**src/pin_irq_cfg.svh**
```systemverilog
// offsets, field positions, reset values and timing counts of the pin interrupt block
// assumes an AXI4-Lite byte address of 8 bits, one 32-bit word per register
`ifndef PIN_IRQ_CFG_SVH
`define PIN_IRQ_CFG_SVH
`define OFS_EXTCTL   8'h00
`define OFS_PIE      8'h04
`define OFS_PPS      8'h08
`define OFS_PIF      8'h0C
`define OFS_OCCTL    8'h10
`define OFS_OCFLAG   8'h14
`define OFS_HVCTL    8'h18
`define OFS_HVSTAT   8'h1C
`define EXT_EN_BIT   0
`define EXT_FALL_BIT 1
`define EXT_FLAG_BIT 2
`define OC_EN_BIT    0
`define HV_DIEN_BIT  0
`define HV_AEN_BIT   1
`define HV_DIRB_BIT  2
`define HV_CBYP_BIT  3
`define HV_RATIO_BIT 4
`define HV_TEST_BIT  5
`define HV_POL_BIT   6
`define HV_EN_BIT    7
`define HV_STATE_BIT 0
`define HV_FLAG_BIT  1
`define HVCTL_RESET  8'h00
`define FILT_LEN     3'h4
`define FILT_LAST    3'h3
`define RC_DIV       8
`define RESP_OKAY    2'h0
`define RESP_SLVERR  2'h2
`endif

```
**src/pin_irq_pkg.sv**
```systemverilog
// types shared by the pin interrupt block and its bench
// assumes 32-bit AXI4-Lite data and 8-bit byte addresses
package pin_irq_pkg;
   typedef logic [31:0] word_t;
   typedef logic [7:0]  addr_t;
   typedef logic [2:0]  count_t;
endpackage

```
**src/port_pin_interrupt_and_hv_input.sv**
```systemverilog
// holds the whole block: AXI4-Lite slave, filters, flags and hv input control
// assumes pins already synchronous to clk_sys; stop and wait levels come from power control
`timescale 1ns/100ps
`include "pin_irq_cfg.svh"
module port_pin_interrupt_and_hv_input #(
   parameter int NPORT  = 4,
   parameter int NOC    = 5,
   parameter int RC_DIV = `RC_DIV
) (
   // clock and reset
   input  wire logic               clk_sys,
   input  wire logic               sys_rst,
   // AXI4-Lite slave
   input  wire pin_irq_pkg::addr_t awaddr,
   input  wire logic               awvalid,
   output logic                    awready,
   input  wire pin_irq_pkg::word_t wdata,
   input  wire logic [3:0]         wstrb,
   input  wire logic               wvalid,
   output logic                    wready,
   output logic [1:0]              bresp,
   output logic                    bvalid,
   input  wire logic               bready,
   input  wire pin_irq_pkg::addr_t araddr,
   input  wire logic               arvalid,
   output logic                    arready,
   output pin_irq_pkg::word_t      rdata,
   output logic [1:0]              rresp,
   output logic                    rvalid,
   input  wire logic               rready,
   // external pins
   input  wire logic               nonmaskableRequestPin_n,
   input  wire logic               extRequestPin_n,
   input  wire logic [NPORT*8-1:0] portPin,
   input  wire logic               highVoltageInput,
   input  wire logic [NOC-1:0]     overcurrentDetect,
   // cpu and power state
   input  wire logic               cpuIntMask,
   input  wire logic               stopMode,
   input  wire logic               waitMode,
   // requests and wakeup
   output logic                    nmiMaskSet,
   output logic                    nmiRequest,
   output logic                    extRequest,
   output logic [NPORT-1:0]        portRequest,
   output logic                    overcurrentRequest,
   output logic                    hvRequest,
   output logic                    keyWakeup,
   output logic                    rcOscRun,
   // pin drive and hv analog path
   output logic [NOC-1:0]          overcurrentForce,
   output logic                    hvDigitalBufferOn,
   output logic                    hvAdcRoute,
   output logic                    hvDividerBypassOut,
   output logic                    hvConverterBypassOut,
   output logic                    hvRatioSelectOut
);
   import pin_irq_pkg::*;
   localparam int NPIN = NPORT * 8;
   localparam int NF   = NPIN + 1;

   function automatic word_t mergeBytes(input word_t old, input word_t val,
                                        input logic [3:0] strb);
      word_t res;
      res = old;
      for (int b = 0; b < 4; b++) begin
         if (strb[b]) res[b*8 +: 8] = val[b*8 +: 8];
      end
      return res;
   endfunction

   // bus slave state
   addr_t            wrAddr;
   word_t            wrData;
   logic [3:0]       wrStrb;
   // control registers
   logic [2:0]       extCtl;
   logic             extPrev;
   logic [NPIN-1:0]  pinEventEnable;
   logic [NPIN-1:0]  pinEdgePolarity;
   logic [NPIN-1:0]  pinEventFlag;
   logic             overcurrentEventEnable;
   logic [NOC-1:0]   overcurrentFlag;
   logic [7:0]       hvCtl;
   logic             hvEventFlag;
   logic             hvInputState;
   // filters
   count_t           pasCnt [NF];
   count_t           actCnt [NF];
   logic [NF-1:0]    filtEvent;
   logic [$clog2(RC_DIV+1)-1:0] rcCnt;

   wire doWrite = !awready && !wready && !bvalid;
   wire wrExt   = doWrite && wrAddr == `OFS_EXTCTL;
   wire wrPie   = doWrite && wrAddr == `OFS_PIE;
   wire wrPps   = doWrite && wrAddr == `OFS_PPS;
   wire wrPif   = doWrite && wrAddr == `OFS_PIF;
   wire wrOcCtl = doWrite && wrAddr == `OFS_OCCTL;
   wire wrOcFlg = doWrite && wrAddr == `OFS_OCFLAG;
   wire wrHvCtl = doWrite && wrAddr == `OFS_HVCTL;
   wire wrHvSt  = doWrite && wrAddr == `OFS_HVSTAT;
   wire word_t wrMerged = mergeBytes(32'h00000000, wrData, wrStrb);
   wire wrMapped = wrExt || wrPie || wrPps || wrPif || wrOcCtl || wrOcFlg || wrHvCtl
                   || wrHvSt;

   wire hvDien = hvCtl[`HV_DIEN_BIT];
   wire hvAen  = hvCtl[`HV_AEN_BIT];
   wire hvDirb = hvCtl[`HV_DIRB_BIT];
   wire hvTest = hvCtl[`HV_TEST_BIT];
   // stop here means the reduced_performance_regulator stop only
   wire hvBuf = stopMode ? hvDien
              : (hvDien && !hvAen) || (hvAen && hvTest && !hvDirb);
   wire hvDigital = hvDien && !hvAen;

   wire extEn      = extCtl[`EXT_EN_BIT];
   wire extFalling = extCtl[`EXT_FALL_BIT];
   wire extEdge    = extPrev && !extRequestPin_n;
   wire extPending = extFalling ? extCtl[`EXT_FLAG_BIT] : !extRequestPin_n;
   wire [NPIN-1:0] pinArmed = pinEventEnable & ~pinEventFlag;
   wire hvEventEnable = hvCtl[`HV_EN_BIT];
   // counts never pass four, so any armed pin keeps the oscillator running
   wire oscWanted = stopMode && (|pinArmed || (hvEventEnable && !hvEventFlag && hvBuf));
   wire rcTick = oscWanted && rcCnt == ($bits(rcCnt))'(RC_DIV - 1);
   wire sampleTick = stopMode ? rcTick : 1'b1;
   wire [NF-1:0] filtIn  = {hvBuf && highVoltageInput, portPin};
   wire [NF-1:0] filtPol = {hvCtl[`HV_POL_BIT], pinEdgePolarity};
   wire [NF-1:0] filtOn  = {hvBuf, {NPIN{1'b1}}};
   wire anyPinReq = |(pinEventFlag & pinEventEnable) || (hvEventFlag && hvEventEnable);

   // AXI4-Lite: address and data taken in either order, response once both are held
   always_ff @(posedge clk_sys) begin
      if (sys_rst) begin
         awready <= 1'b1;
         wready  <= 1'b1;
         bvalid  <= 1'b0;
         bresp   <= `RESP_OKAY;
         wrAddr  <= 8'h00;
         wrData  <= 32'h00000000;
         wrStrb  <= 4'h0;
      end else begin
         if (awvalid && awready) begin
            awready <= 1'b0;
            wrAddr  <= awaddr;
         end
         if (wvalid && wready) begin
            wready <= 1'b0;
            wrData <= wdata;
            wrStrb <= wstrb;
         end
         if (doWrite) begin
            bvalid  <= 1'b1;
            bresp   <= wrMapped ? `RESP_OKAY : `RESP_SLVERR;
         end else if (bvalid && bready) begin
            bvalid  <= 1'b0;
            awready <= 1'b1;
            wready  <= 1'b1;
         end
      end
   end

   wire word_t rdMux =
        araddr == `OFS_EXTCTL ? {29'h0, extCtl}
      : araddr == `OFS_PIE    ? word_t'(pinEventEnable)
      : araddr == `OFS_PPS    ? word_t'(pinEdgePolarity)
      : araddr == `OFS_PIF    ? word_t'(pinEventFlag)
      : araddr == `OFS_OCCTL  ? {31'h0, overcurrentEventEnable}
      : araddr == `OFS_OCFLAG ? word_t'(overcurrentFlag)
      : araddr == `OFS_HVCTL  ? {24'h0, hvCtl}
      : araddr == `OFS_HVSTAT ? {30'h0, hvEventFlag, hvInputState}
      : 32'h00000000;
   wire rdMapped = araddr[7:5] == 3'h0 && araddr[1:0] == 2'h0;

   always_ff @(posedge clk_sys) begin
      if (sys_rst) begin
         arready <= 1'b1;
         rvalid  <= 1'b0;
         rdata   <= 32'h00000000;
         rresp   <= `RESP_OKAY;
      end else if (arvalid && arready) begin
         arready <= 1'b0;
         rvalid  <= 1'b1;
         rdata   <= rdMux;
         rresp   <= rdMapped ? `RESP_OKAY : `RESP_SLVERR;
      end else if (rvalid && rready) begin
         rvalid  <= 1'b0;
         arready <= 1'b1;
      end
   end

   // control registers; hardware set wins over a write-one clear
   always_ff @(posedge clk_sys) begin
      if (sys_rst) begin
         extCtl                 <= 3'h0;
         extPrev                <= 1'b1;
         pinEventEnable         <= '0;
         pinEdgePolarity        <= '0;
         pinEventFlag           <= '0;
         overcurrentEventEnable <= 1'b0;
         overcurrentFlag        <= '0;
         hvCtl                  <= `HVCTL_RESET;
         hvEventFlag            <= 1'b0;
         hvInputState           <= 1'b0;
      end else begin
         extPrev <= extRequestPin_n;
         if (wrExt) begin
            extCtl[1:0] <= wrMerged[1:0];
         end
         // flag follows only while enabled, so a cleared enable drops it
         extCtl[`EXT_FLAG_BIT] <= (wrExt ? wrMerged[`EXT_EN_BIT] : extEn)
            && (extEdge || (extCtl[`EXT_FLAG_BIT] && !(wrExt && wrMerged[`EXT_FLAG_BIT])));
         if (wrPie) pinEventEnable <= wrMerged[NPIN-1:0];
         if (wrPps) pinEdgePolarity <= wrMerged[NPIN-1:0];
         pinEventFlag <= (pinEventFlag & ~(wrPif ? wrMerged[NPIN-1:0] : '0))
                         | filtEvent[NPIN-1:0];
         if (wrOcCtl) overcurrentEventEnable <= wrMerged[`OC_EN_BIT];
         overcurrentFlag <= (overcurrentFlag & ~(wrOcFlg ? wrMerged[NOC-1:0] : '0))
                            | overcurrentDetect;
         if (wrHvCtl) hvCtl <= wrMerged[7:0];
         hvEventFlag <= (hvEventFlag && !(wrHvSt && wrMerged[`HV_FLAG_BIT]))
                        || filtEvent[NPIN];
         hvInputState <= hvBuf && highVoltageInput;
      end
   end

   // RC oscillator modelled as a divider that only counts while armed
   always_ff @(posedge clk_sys) begin
      if (sys_rst || !oscWanted || rcTick) rcCnt <= '0;
      else rcCnt <= rcCnt + 1'b1;
   end

   // glitch filters: passive run of four, then active run of four
   genvar i;
   generate
      for (i = 0; i < NF; i++) begin : g_filt
         wire active = filtIn[i] == filtPol[i];
         assign filtEvent[i] = sampleTick && filtOn[i] && active
                               && pasCnt[i] == `FILT_LEN && actCnt[i] == `FILT_LAST;
         always_ff @(posedge clk_sys) begin
            if (sys_rst || !filtOn[i] || filtEvent[i]) begin
               pasCnt[i] <= 3'h0;
               actCnt[i] <= 3'h0;
            end else if (sampleTick) begin
               if (!active) begin
                  pasCnt[i] <= actCnt[i] != 3'h0 ? 3'h1
                             : pasCnt[i] == `FILT_LEN ? `FILT_LEN : pasCnt[i] + 3'h1;
                  actCnt[i] <= 3'h0;
               end else if (pasCnt[i] == `FILT_LEN) begin
                  actCnt[i] <= actCnt[i] + 3'h1;
               end else begin
                  pasCnt[i] <= 3'h0;
                  actCnt[i] <= 3'h0;
               end
            end
         end
      end
      for (i = 0; i < NPORT; i++) begin : g_port
         always_ff @(posedge clk_sys) begin
            if (sys_rst) portRequest[i] <= 1'b0;
            else portRequest[i] <= |(pinEventFlag[i*8 +: 8]
                                     & pinEventEnable[i*8 +: 8]);
         end
      end
   endgenerate

   // request, wakeup and drive outputs
   always_ff @(posedge clk_sys) begin
      if (sys_rst) begin
         nmiMaskSet           <= 1'b1;
         nmiRequest           <= 1'b0;
         extRequest           <= 1'b0;
         overcurrentRequest   <= 1'b0;
         hvRequest            <= 1'b0;
         keyWakeup            <= 1'b0;
         rcOscRun             <= 1'b0;
         overcurrentForce     <= '0;
         hvDigitalBufferOn    <= 1'b0;
         hvAdcRoute           <= 1'b0;
         hvDividerBypassOut   <= 1'b0;
         hvConverterBypassOut <= 1'b0;
         hvRatioSelectOut     <= 1'b0;
      end else begin
         nmiMaskSet <= 1'b0;
         // the cpu keeps its own mask; the pin itself is always forwarded
         nmiRequest <= !nonmaskableRequestPin_n;
         extRequest <= extEn && !cpuIntMask && extPending;
         overcurrentRequest <= overcurrentEventEnable && |overcurrentFlag;
         hvRequest <= hvEventFlag && hvEventEnable && hvDigital;
         // unfiltered external pins wake directly
         keyWakeup <= (stopMode || waitMode) && (!nonmaskableRequestPin_n
                      || (extEn && extPending) || anyPinReq);
         rcOscRun <= oscWanted;
         overcurrentForce <= overcurrentFlag | overcurrentDetect;
         hvDigitalBufferOn <= hvBuf;
         hvAdcRoute <= hvAen && !stopMode;
         hvDividerBypassOut <= hvDirb;
         hvConverterBypassOut <= hvDirb && hvCtl[`HV_CBYP_BIT];
         hvRatioSelectOut <= hvCtl[`HV_RATIO_BIT];
      end
   end
endmodule

```
**config.mk**
```make
export PLATFORM = sky130hd
export DESIGN_NAME = port_pin_interrupt_and_hv_input
export DESIGN_NICKNAME = d
export VERILOG_FILES = /design/src/pin_irq_pkg.sv /design/src/port_pin_interrupt_and_hv_input.sv
export VERILOG_INCLUDE_DIRS = /design/src /design/src/src
export SDC_FILE = /design/constraint.sdc
export NUM_CORES = 1
export LEC_CHECK = 0
export ABC_AREA = 1
export BUFFER_PORTS_ARGS = -buffer_cell sky130_fd_sc_hd__buf_2
export CELL_PAD_IN_SITES_DETAIL_PLACEMENT = 1
export CELL_PAD_IN_SITES_GLOBAL_PLACEMENT = 1
export CORE_MARGIN = 1.5
export CORE_UTILIZATION = 42
export DETAILED_ROUTE_END_ITERATION = 12
export PLACE_DENSITY = 0.73
export SLEW_MARGIN = 20
export SYNTH_ARGS = -nofsm -noshare
export SYNTH_HDL_FRONTEND = slang
export SYNTH_SLANG_ARGS = --single-unit
export TNS_END_PERCENT = 30
```
**constraint.sdc**
```tcl
create_clock -name clk_sys -period 3.8 [get_ports clk_sys]
set_input_delay 0.57 -clock clk_sys [delete_from_list [all_inputs] [get_ports clk_sys]]
set_output_delay 0.57 -clock clk_sys [all_outputs]
set_load 0.05 [all_outputs]
```
Word-level counts from Yosys, hierarchy flattened:

Memories as Yosys holds them, arrays and structs flattened.
Index checks and enable logic that the tools add are counted.

* bits in registers: 226
* bits in latches: 0
* RAM bits: 198
* memory bits (read-only): 0
* input bits: 102
* output and inout bits: 62
* logic and storage cells: 1444
* memories: 2

* add/sub/neg operators: 67
* multipliers: 0
* div/mod/pow operators: 0
* order comparisons: 0
* eq/ne operators: 114
* shift operators: 0
* mux-type cells: 792
* bitwise logic cells: 179
* reductions and logical operators: 250

Memory list
* actCnt: words 33, width 3, rd ports 33, clocked after memory_dff 0, wr ports 33, line port_pin_interrupt_and_hv_input.sv:89 `count_t actCnt [NF];`
* pasCnt: words 33, width 3, rd ports 33, clocked after memory_dff 0, wr ports 33, line port_pin_interrupt_and_hv_input.sv:88 `count_t pasCnt [NF];`

Operators with widths (count)
* 3-bit 2-to-1 mux: 231
* 1-bit 2-to-1 mux: 545
* 3-bit by 1-bit adder with 3-bit output, second input constant: 66
* 1-bit bitwise OR: 165
* 32-bit 2-to-1 mux: 5
* 1-bit logical AND: 139
* 3-bit by 2-bit equality test with 1-bit output, second input constant: 33
* 3-bit equality test, second input constant: 33
* 3-bit nonzero test: 33
* 32-bit bitwise AND: 3
* 8-bit by 5-bit equality test with 1-bit output, second input constant: 8
* 32-bit NOT: 2
* 32-bit OR reduction: 2
* 8-bit 2-to-1 mux: 7
* 1-bit logical OR: 51
* 1-bit equality test: 33
* 8-bit bitwise AND: 4
* 8-bit by 4-bit equality test with 1-bit output, second input constant: 4
* 32-bit bitwise OR: 1
* 8-bit OR reduction: 4
* 8-bit by 3-bit equality test with 1-bit output, second input constant: 2
* 8-bit logical NOT: 2
* 1-bit logical NOT: 14
* 5-bit bitwise OR: 2
* 10 further kinds: 13

Logic depth before layout (Yosys ltp):

Gate-level depths: netlist of the first run.

* depth after elaboration: 19
* gate-level depth with buffers: 17
* depth with buffers taken out: 15

Worst setup path after synthesis of the first run:

No wires, ideal clock.

* kind: input-to-reg
* from: input stopMode
* to: memory actCnt[0][0] (netlist name) (enable)
* library setup time: 0.883 ns
* arrival time: 3.217 ns
* required time: 2.917 ns
* setup slack: -0.300 ns
* stages on the path: 14
* path buffers: 2
* cell sequence: buf_4 > inv_2 > nand2_1 > nand2_1 > nand2_1 > nand2_1 > nand2_1 > inv_1 > nand3_2 > nand2_4 > nand2_8 > inv_1 > buf_2 > nand2_1

RTL lines
* start: declaration: line port_pin_interrupt_and_hv_input.sv:39 `input wire logic stopMode,`
* end: declaration: line port_pin_interrupt_and_hv_input.sv:89

==> results of run 1 <==
==> sequential cells by signal (all words and copies together) (netlist names), 3 cells and up <==
name              cells
overcurrentFlag       5
pinEventEnable       32
wrStrb                4
rcCnt                 4
portRequest           4
wrAddr                8
pinEventFlag         32
pasCnt               99
overcurrentForce      5
pinEdgePolarity      32
actCnt               99
extCtl                3
rdata                32
wrData               32
hvCtl                 8
==> worst paths after layout <==
kind                                       to  slack [ns]  cells past startpoint
worst max-delay path            pasCnt[30][0]        0.90                     15
worst min-delay path               extRequest        0.15                      2
worst max register to register  pasCnt[30][0]        0.90                     15
worst min register to register       rcCnt[0]        0.45                      1
==> per-stage QoR <==
| step | instances | hold slack (ns) |
|---|---|---|
| global placement | 3267 | 0.431 |
| detailed placement | 3267 | 0.446 |
| CTS | 3351 | 0.125 |
| finish | 3351 | 0.151 |
| global route | 3351 | 0.146 |
| floorplan | 2499 | 0.418 |
==> power by group through the flow <==
stage | sequential (uW) | combinational (uW) | clock, uW
2_1_floorplan | 5160 | 600 | 0
3_3_place_gp | 5140 | 891 | 0
3_5_place_dp | 5150 | 946 | 0
4_1_cts | 5060 | 955 | 4840
5_1_grt | 5080 | 1070 | 5000
6_report | 5060 | 949 | 4770
==> layout by cell type (no fill, tap or decap), drive strengths merged <==
cell type,count
edfxtp,198
clkinv,9
nand2,353
nor2,355
nand3,51
a21oi,211
o311ai,1
inv,377
nor3,52
nand3b,12
dfxtp,224
o21ai,205
ha,166
a211oi,15
a22oi,1
o22ai,16
conb,2
nor3b,3
a221oi,3
clkbuf,72
o221ai,11
xnor2,10
o2111ai,1
buf,185
nand4,70
o211ai,39
bufinv,3
nor4,3
o31ai,5
or2,1
a31oi,1
xor2,24
==> metal layers <==
layer | track usage | vias to the layer above | share of wire
li1 | - | 8592 | -
met1 | 0.311 | 8782 | 0.45
met2 | 0.415 | 413 | 0.48
met3 | 0.0348 | 102 | 0.042
met4 | 0.0839 | 0 | 0.030
met5 | 0 | - | 0
==> area by class of cell <==
class	instances	share of cell area
well taps	672	0.0343
clock inverters	12	0.00551
inverters	377	0.0579
clock buffers	72	0.0605
flip-flops and latches	422	0.425
multi-input cells	1611	0.374
repair buffers	185	0.0428
==> kinds of logic (layout without fill, tap and decap cells) <==
| logic type | Yosys count | after routing | share of synthesized area |
|---|---|---|---|
| and+or+nand+nor | 900 | 900 | 0.187 |
| AOI/OAI and AO/OA | 509 | 509 | 0.130 |
| buffers and inverters | 466 | 646 | 0.0864 |
| DFF | 422 | 422 | 0.486 |
| adders and majority gates | 166 | 166 | 0.0969 |
| xor gates and xnor gates | 34 | 34 | 0.0139 |
| other | 1 | 2 | 0.000175 |
==> results.txt, run 1 <==
----------------------------------------------------
[Drt]
  Average wire length per cell after detail routing ... 19.1 um
  Ratio of routed vias to standard cells ... 5.34
  DRC ... 0
  Remaining number of nets flagged by the antenna check after routing ... 0
  Detailed-router iteration count before antenna repair ... 5
  Via total after detailed routing ... around 18000
  Initial DRC count ... 930
  Total detailed-routing wirelength ... 64100 um

[Critical path]
  Critical path fanouts, max ... 35
  Type of destination of the critical path ... flip-flop
  Family of cells with the greatest summed delay on the critical path ... simple AND/OR/NAND/NOR gates
  CP max stage delay ... 0.41 ns
  Reg-to-reg critical path startpoint ... hvCtl[5]
  Sort of element at the start of the critical path ... flip-flop
  CP Cell Sequence ... inv_1 > nor2_1 > nand2_1 > nand2_1 > nand2_1 > nand2_1 > inv_1 > nand3_2 > nand2_4 > nand2_8 > buf_4 > nand3_1 > nand2_1 > inv_1 > nand2_1
  Arrival time reported for the critical path endpoint ... 3.19 ns
  Most repeated library cell on the critical path ... sky130_fd_sc_hd__nand2_1
  Slowest cell on crit path ... sky130_fd_sc_hd__buf_4
  Count of buffering cells on the critical path with inverters included ... 4
  Critical path required time ... ~4.1 ns
  Critical path class ... reg -> reg
  Crit. Startpoint ... hvCtl[5]

[STA]
  Headroom to the max-slew limit ... 0.338
  Final Max Slew Viols ... 0
  Slew at the pin with the worst max-slew slack ... between 0.9 and 1 ns
  Hold Vio Cnt, Final ... 0
  Setup violation total in the final timing report ... 0
  Achievable frequency ... between 0.3 and 0.4 GHz
  Time the final worst path needs with I/O delays and setup ... a little under 3 ns
  Period Utilization, post-route ... 0.764
  Worst-case clock skew ... between 0.015 and 0.02 ns
  Setup TNS ... 0 ns
  PnR worst setup slack ... between 0.8 and 0.9 ns
  Unrepaired setup endpoints after global routing ... no

[Floorplan]
  Vertical die dimension ... 229 um
  Die X-Extent ... between 200 and 250 um
  Ports placed on the boundary ... about 160
  Die footprint ... between 50000 and 60000 um2
  Initial standard-cell utilization of the core ... 0.426
  Core footprint ... just over 50000 um2
  Core Rows ... between 80 and 90

[Placement]
  Count of input and output buffers ... 161
  Minimum setup slack after placement ... 0.683 ns
  Total cell area at the placement stage ... approximately 23000 um2
  Routability congestion estimate ... roughly 0.83
  Dpl hpwl ... about 47000 um

[GRT]
  Largest net degree at the start of global routing ... 110
  GR Util All Layers ... 0.242
  Antenna violations before repair ... 0
  Vias in the first global route ... about 19000
  First-pass GRT wire length ... 100000 um
  Global-route congestion overflow total ... 0

[Finish]
  Sequential cell area in the final layout ... roughly 10000 um2
  Core utilization of the finished layout ... 0.488
  Layout Nets ... between 2000 and 3000
  Number of antenna cells inserted ... 0
  Relative area change from synthesis to final layout ... 14.4%
  Post-route standard cell area excluding fillers ... 24500 um2
  Fraction of layout cells with a size suffix above 1 ... 0.117
  Filler Cell Count ... slightly above 6000
  Total area of multi-input combinational cells ... 9170 um2

[CTS]
  Count of instances resized after the clock tree is built ... 0
  Hold_buf cts ... 0
  Depth of the CTS H-tree ... 2
  Post-CTS setup buffers ... 0
  Total CTS buffers ... 46
  Clock latency of the later-clocked register in the worst-skew pair ... 0.59 ns
  Clock root cell ... sky130_fd_sc_hd__clkbuf_16
  Largest buffer count on any clock path ... 3
  TritonCTS clock tree ... done
  Clock transition time at the flip-flop clock pins of the worst setup and hold paths ... about 0.06 ns
  CTS Sinks ... 422

[Pwr]
  Cell internal pwr ... between 8000 and 9000 uW
  Switching share of power ... 0.247
  Combinational fraction of design power ... 0.088
  Net switching component of the power ... around 2700 uW
  Overall power consumption ... approximately 11000 uW
  Maximum resistive drop on vdd ... approximately 300 uV
  Cell leakage power ... approximately 0.010 uW
  Pwr dens ... around 440 nW/um2
  Share of power burned in the clock network ... 0.443
  Sequential group share of total power ... 0.469

[Logic synthesis]
  Most frequent cell after synthesis ... sky130_fd_sc_hd__inv_1
  Number of warnings reported in the yosys synthesis log ... 0
  Fraction of synthesized cell area taken by the top area cell type ... 0.277
  Gate count of the mapped netlist ... roughly 2500
  Share of synthesized flip-flops with an asynchronous set or reset ... 0
  Top FF cell, synth ... sky130_fd_sc_hd__dfxtp_1
  Mean instance size in the synthesized netlist ... between 8 and 9 um2
  Most common library cells after synthesis ... sky130_fd_sc_hd__inv_1 (371), sky130_fd_sc_hd__nor2_1 (352), sky130_fd_sc_hd__nand2_1 (351), sky130_fd_sc_hd__dfxtp_1 (224), sky130_fd_sc_hd__a21oi_1 (211)
  Number of flops mapped to enable cells by yosys ... 198
  Post-synth cell types ... between 40 and 50
  Cell Area, Synth ... between 20000 and 25000 um2
  Sequential fraction of the synthesis area ... 0.486
  Number of flip-flops and latches in the synthesized netlist ... ~420
  Cell taking the most area after synthesis ... sky130_fd_sc_hd__edfxtp_1
  Cell types occupying the most area after synthesis ... sky130_fd_sc_hd__edfxtp_1 (28%), sky130_fd_sc_hd__dfxtp_1 (21%), sky130_fd_sc_hd__ha_1 (9.7%)

[Status]
  Outcome ... complete, no violations

[Worst hold path]
  Tightest Hold Check Type ... in -> reg
  Beginning of the worst hold path ... cpuIntMask

[Run]
  Number of max-cap violations ... 0

----------------------------------------------------
Note: power is estimated with default switching activity, not from simulation.
==> run 2: changes to the inputs <==
==> constraint.sdc (replaced) <==
create_clock -name clk_sys -period 2.4 [get_ports clk_sys]
set_input_delay 0.36 -clock clk_sys [delete_from_list [all_inputs] [get_ports clk_sys]]
set_output_delay 0.36 -clock clk_sys [all_outputs]
set_load 0.05 [all_outputs]
==> run 2 against run 1 <==
Compared with the run above: final area increased by 2.1%; sequential power grew 58%; hold slack worse by 0.14 ns; clock-buffer cell count increased by 4; highest routed layer unchanged; wire length is 2.4% lower; global-route usage is 0.35 points lower; core utilization up 1.0 points; via count barely moved; cell count grew 2.0%.
==> results.txt, run 2 (synthesized netlist as in run 1, its figures left out) <==
----------------------------------------------------
[Status]
  Outcome ... complete, no violations

[Floorplan]
  Core Rows ... 82
  Initial standard-cell utilization of the core ... 0.426
  Die X-Extent ... about 230 um
  Die footprint ... ~52000 um2
  Ports placed on the boundary ... about 160
  Core footprint ... between 50000 and 60000 um2
  Vertical die dimension ... about 230 um

[Critical path]
  Reg-to-reg critical path startpoint ... pinEventEnable[13]
  Sort of element at the start of the critical path ... flip-flop
  Critical path endpoint ... pasCnt[9][1]
  Critical path class ... reg -> reg
  Type of destination of the critical path ... flip-flop
  Register-to-Register Path Depth ... 13
  Critical path required time ... ~2.6 ns
  Capturing point of the worst reg2reg path ... pasCnt[9][1]
  Crit. Startpoint ... pinEventEnable[13]
  Critical path fanouts, max ... 31
  Slack of the worst reg-to-reg path ... 0.14 ns
  Arrival time reported for the critical path endpoint ... about 2.5 ns

[Pwr]
  Maximum resistive drop on vdd ... 547 uV
  Switching share of power ... 0.252
  Share of power burned in the clock network ... 0.426
  Combinational fraction of design power ... 0.093
  Net switching component of the power ... about 4200 uW
  Sequential group share of total power ... 0.480
  Cell internal pwr ... approximately 12000 uW
  Overall power consumption ... 16700 uW
  Cell leakage power ... 0.0106 uW
  Pwr dens ... roughly 660 nW/um2

[STA]
  Final Max Slew Viols ... 0
  Achievable frequency ... 0.443 GHz
  Unrepaired setup endpoints after global routing ... no
  Hold Vio Cnt, Final ... 0
  Slew at the pin with the worst max-slew slack ... 0.627 ns
  Headroom to the max-slew limit ... 0.578
  Setup violation total in the final timing report ... 0
  Time the final worst path needs with I/O delays and setup ... around 2.3 ns
  Period Utilization, post-route ... 0.941
  Setup TNS ... 0 ns
  Worst-case clock skew ... about 0.037 ns

[GRT]
  Vias in the first global route ... roughly 19000
  GR Util met2 ... 0.412
  First-pass GRT wire length ... approximately 100000 um
  Layer with the highest usage ... met2
  Largest net degree at the start of global routing ... 102
  GR Util All Layers ... 0.239
  Met3 layer usage reported by global route ... 0.0331
  Antenna violations before repair ... 0
  Global-route congestion overflow total ... 0
  Met1 GRT Util ... 0.305

[Finish]
  Layout Nets ... ~3000
  Leading cell types in the layout, fill and taps excluded ... sky130_fd_sc_hd__inv_1 (371), sky130_fd_sc_hd__nor2_1 (351), sky130_fd_sc_hd__nand2_1 (349), sky130_fd_sc_hd__dfxtp_1 (222), sky130_fd_sc_hd__a21oi_1 (211)
  Filler Cell Count ... approximately 6000
  Most common cell after layout, fill and taps aside ... sky130_fd_sc_hd__inv_1
  Fraction of layout cells with a size suffix above 1 ... 0.130
  Number of antenna cells inserted ... 0
  Relative area change from synthesis to final layout ... 16.9%
  Biggest registers after layout ... actCnt (99), pasCnt (99)

[Drt]
  Remaining number of nets flagged by the antenna check after routing ... 0
  Detailed-router iteration count before antenna repair ... 6
  Total detailed-routing wirelength ... approximately 63000 um
  Via total after detailed routing ... 17900
  Average wire length per cell after detail routing ... 18.3 um
  Initial DRC count ... 755
  DRC ... 0
  Ratio of routed vias to standard cells ... 5.24

[Worst hold path]
  Tightest Hold Check Type ... in -> reg

[CTS]
  Clock root cell ... sky130_fd_sc_hd__clkbuf_16
  TritonCTS clock tree ... done
  Clock latency of the later-clocked register in the worst-skew pair ... just over 0.6 ns
  Largest buffer count on any clock path ... 3
  Clock transition time at the flip-flop clock pins of the worst setup and hold paths ... approximately 0.07 ns
  Depth of the CTS H-tree ... 2
  CTS Sinks ... 422
  Total CTS buffers ... 47

[Placement]
  Count of input and output buffers ... about 160
  Routability congestion estimate ... around 0.85
  Dpl hpwl ... 46400 um

[Run]
  Number of max-cap violations ... 0

----------------------------------------------------
-- run 2: timing repair --
| item | in CTS | in global routing |
|---|---|---|
| hold buffers | 13 | 0 |
| setup endpoints to repair | 0 | 20 |
| setup buffers | 0 | 0 |
| gates resized for setup | 0 | 5 |
| endpoints found under the hold margin | 13 | 0 |
-- run 2: critical path: stages (launching register included) --
cell and delay (ns):
sky130_fd_sc_hd__dfxtp_1 0.35, sky130_fd_sc_hd__inv_1 0.06, sky130_fd_sc_hd__o21ai_0 0.16, sky130_fd_sc_hd__nor2_1 0.07, sky130_fd_sc_hd__buf_4 0.15, sky130_fd_sc_hd__nand2_1 0.06, sky130_fd_sc_hd__inv_1 0.04, sky130_fd_sc_hd__nand3_2 0.10
sky130_fd_sc_hd__nand2_4 0.08, sky130_fd_sc_hd__nand2_8 0.08, sky130_fd_sc_hd__buf_16 0.22, sky130_fd_sc_hd__buf_16 0.20, sky130_fd_sc_hd__nand3_2 0.09, sky130_fd_sc_hd__o211ai_1 0.20
-- run 2: worst min path at each step --
stage	start	to	slack (ns)	cells after the start
after CTS	wdata[15]	wrData[15]	0.001	3
final	wdata[2]	wrData[2]	0.01	3
after global routing	overcurrentDetect[1]	overcurrentFlag[1]	0.03	3
after floorplan	sys_rst	nmiMaskSet	0.39	0
after global placement	rcCnt[0]	rcCnt[0]	0.43	1
after detailed placement	rcCnt[0]	rcCnt[0]	0.45	1
-- run 2: per-stage QoR --
stage / hold WS [ns] / worst slack [ns] / cells / instance area, um2 / utilization
floorplan: 0.388 / 0.164 / 2499 / 21500 / -
global placement: 0.433 / 0.176 / 3317 / 23400 / 0.466
detailed placement: 0.449 / 0.108 / 3317 / 23400 / 0.466
CTS: 0.00130 / 0.121 / 3417 / 25000 / 0.498
global route: 0.0285 / 0.0122 / 3417 / 25100 / 0.498
finish: 0.0144 / 0.142 / 3417 / 25100 / 0.498
-- run 2: power groups by stage --
stage                     Sequential, uW  Combinational, uW  Clock [uW]
final                               8000               1550        7100
after global routing                8040               1760        7510
after CTS                           8000               1560        7250
after detailed placement            8160               1530           0
after global placement              8130               1440           0
after floorplan                     8170                953           0
-- run 2: area by class of cell --
type	count	area, um2	area share
Timing Repair Buffer	248	1680	0.0672
Tap cell	672	841	0.0336
Sequential cell	422	10400	0.416
Clock inverter	11	92.6	0.00370
Multi-Input combinational cell	1611	9180	0.366
Inverter	377	1420	0.0567
Clock buffer	76	1410	0.0561
-- run 2: per-layer routing --
| metal | up-vias | routed length [um] |
|---|---|---|
| met5 | - | 0 |
| met4 | 0 | 1910 |
| met3 | 99 | 2900 |
| met2 | 388 | 29900 |
| met1 | 8685 | 27800 |
| li1 | 8730 | - |
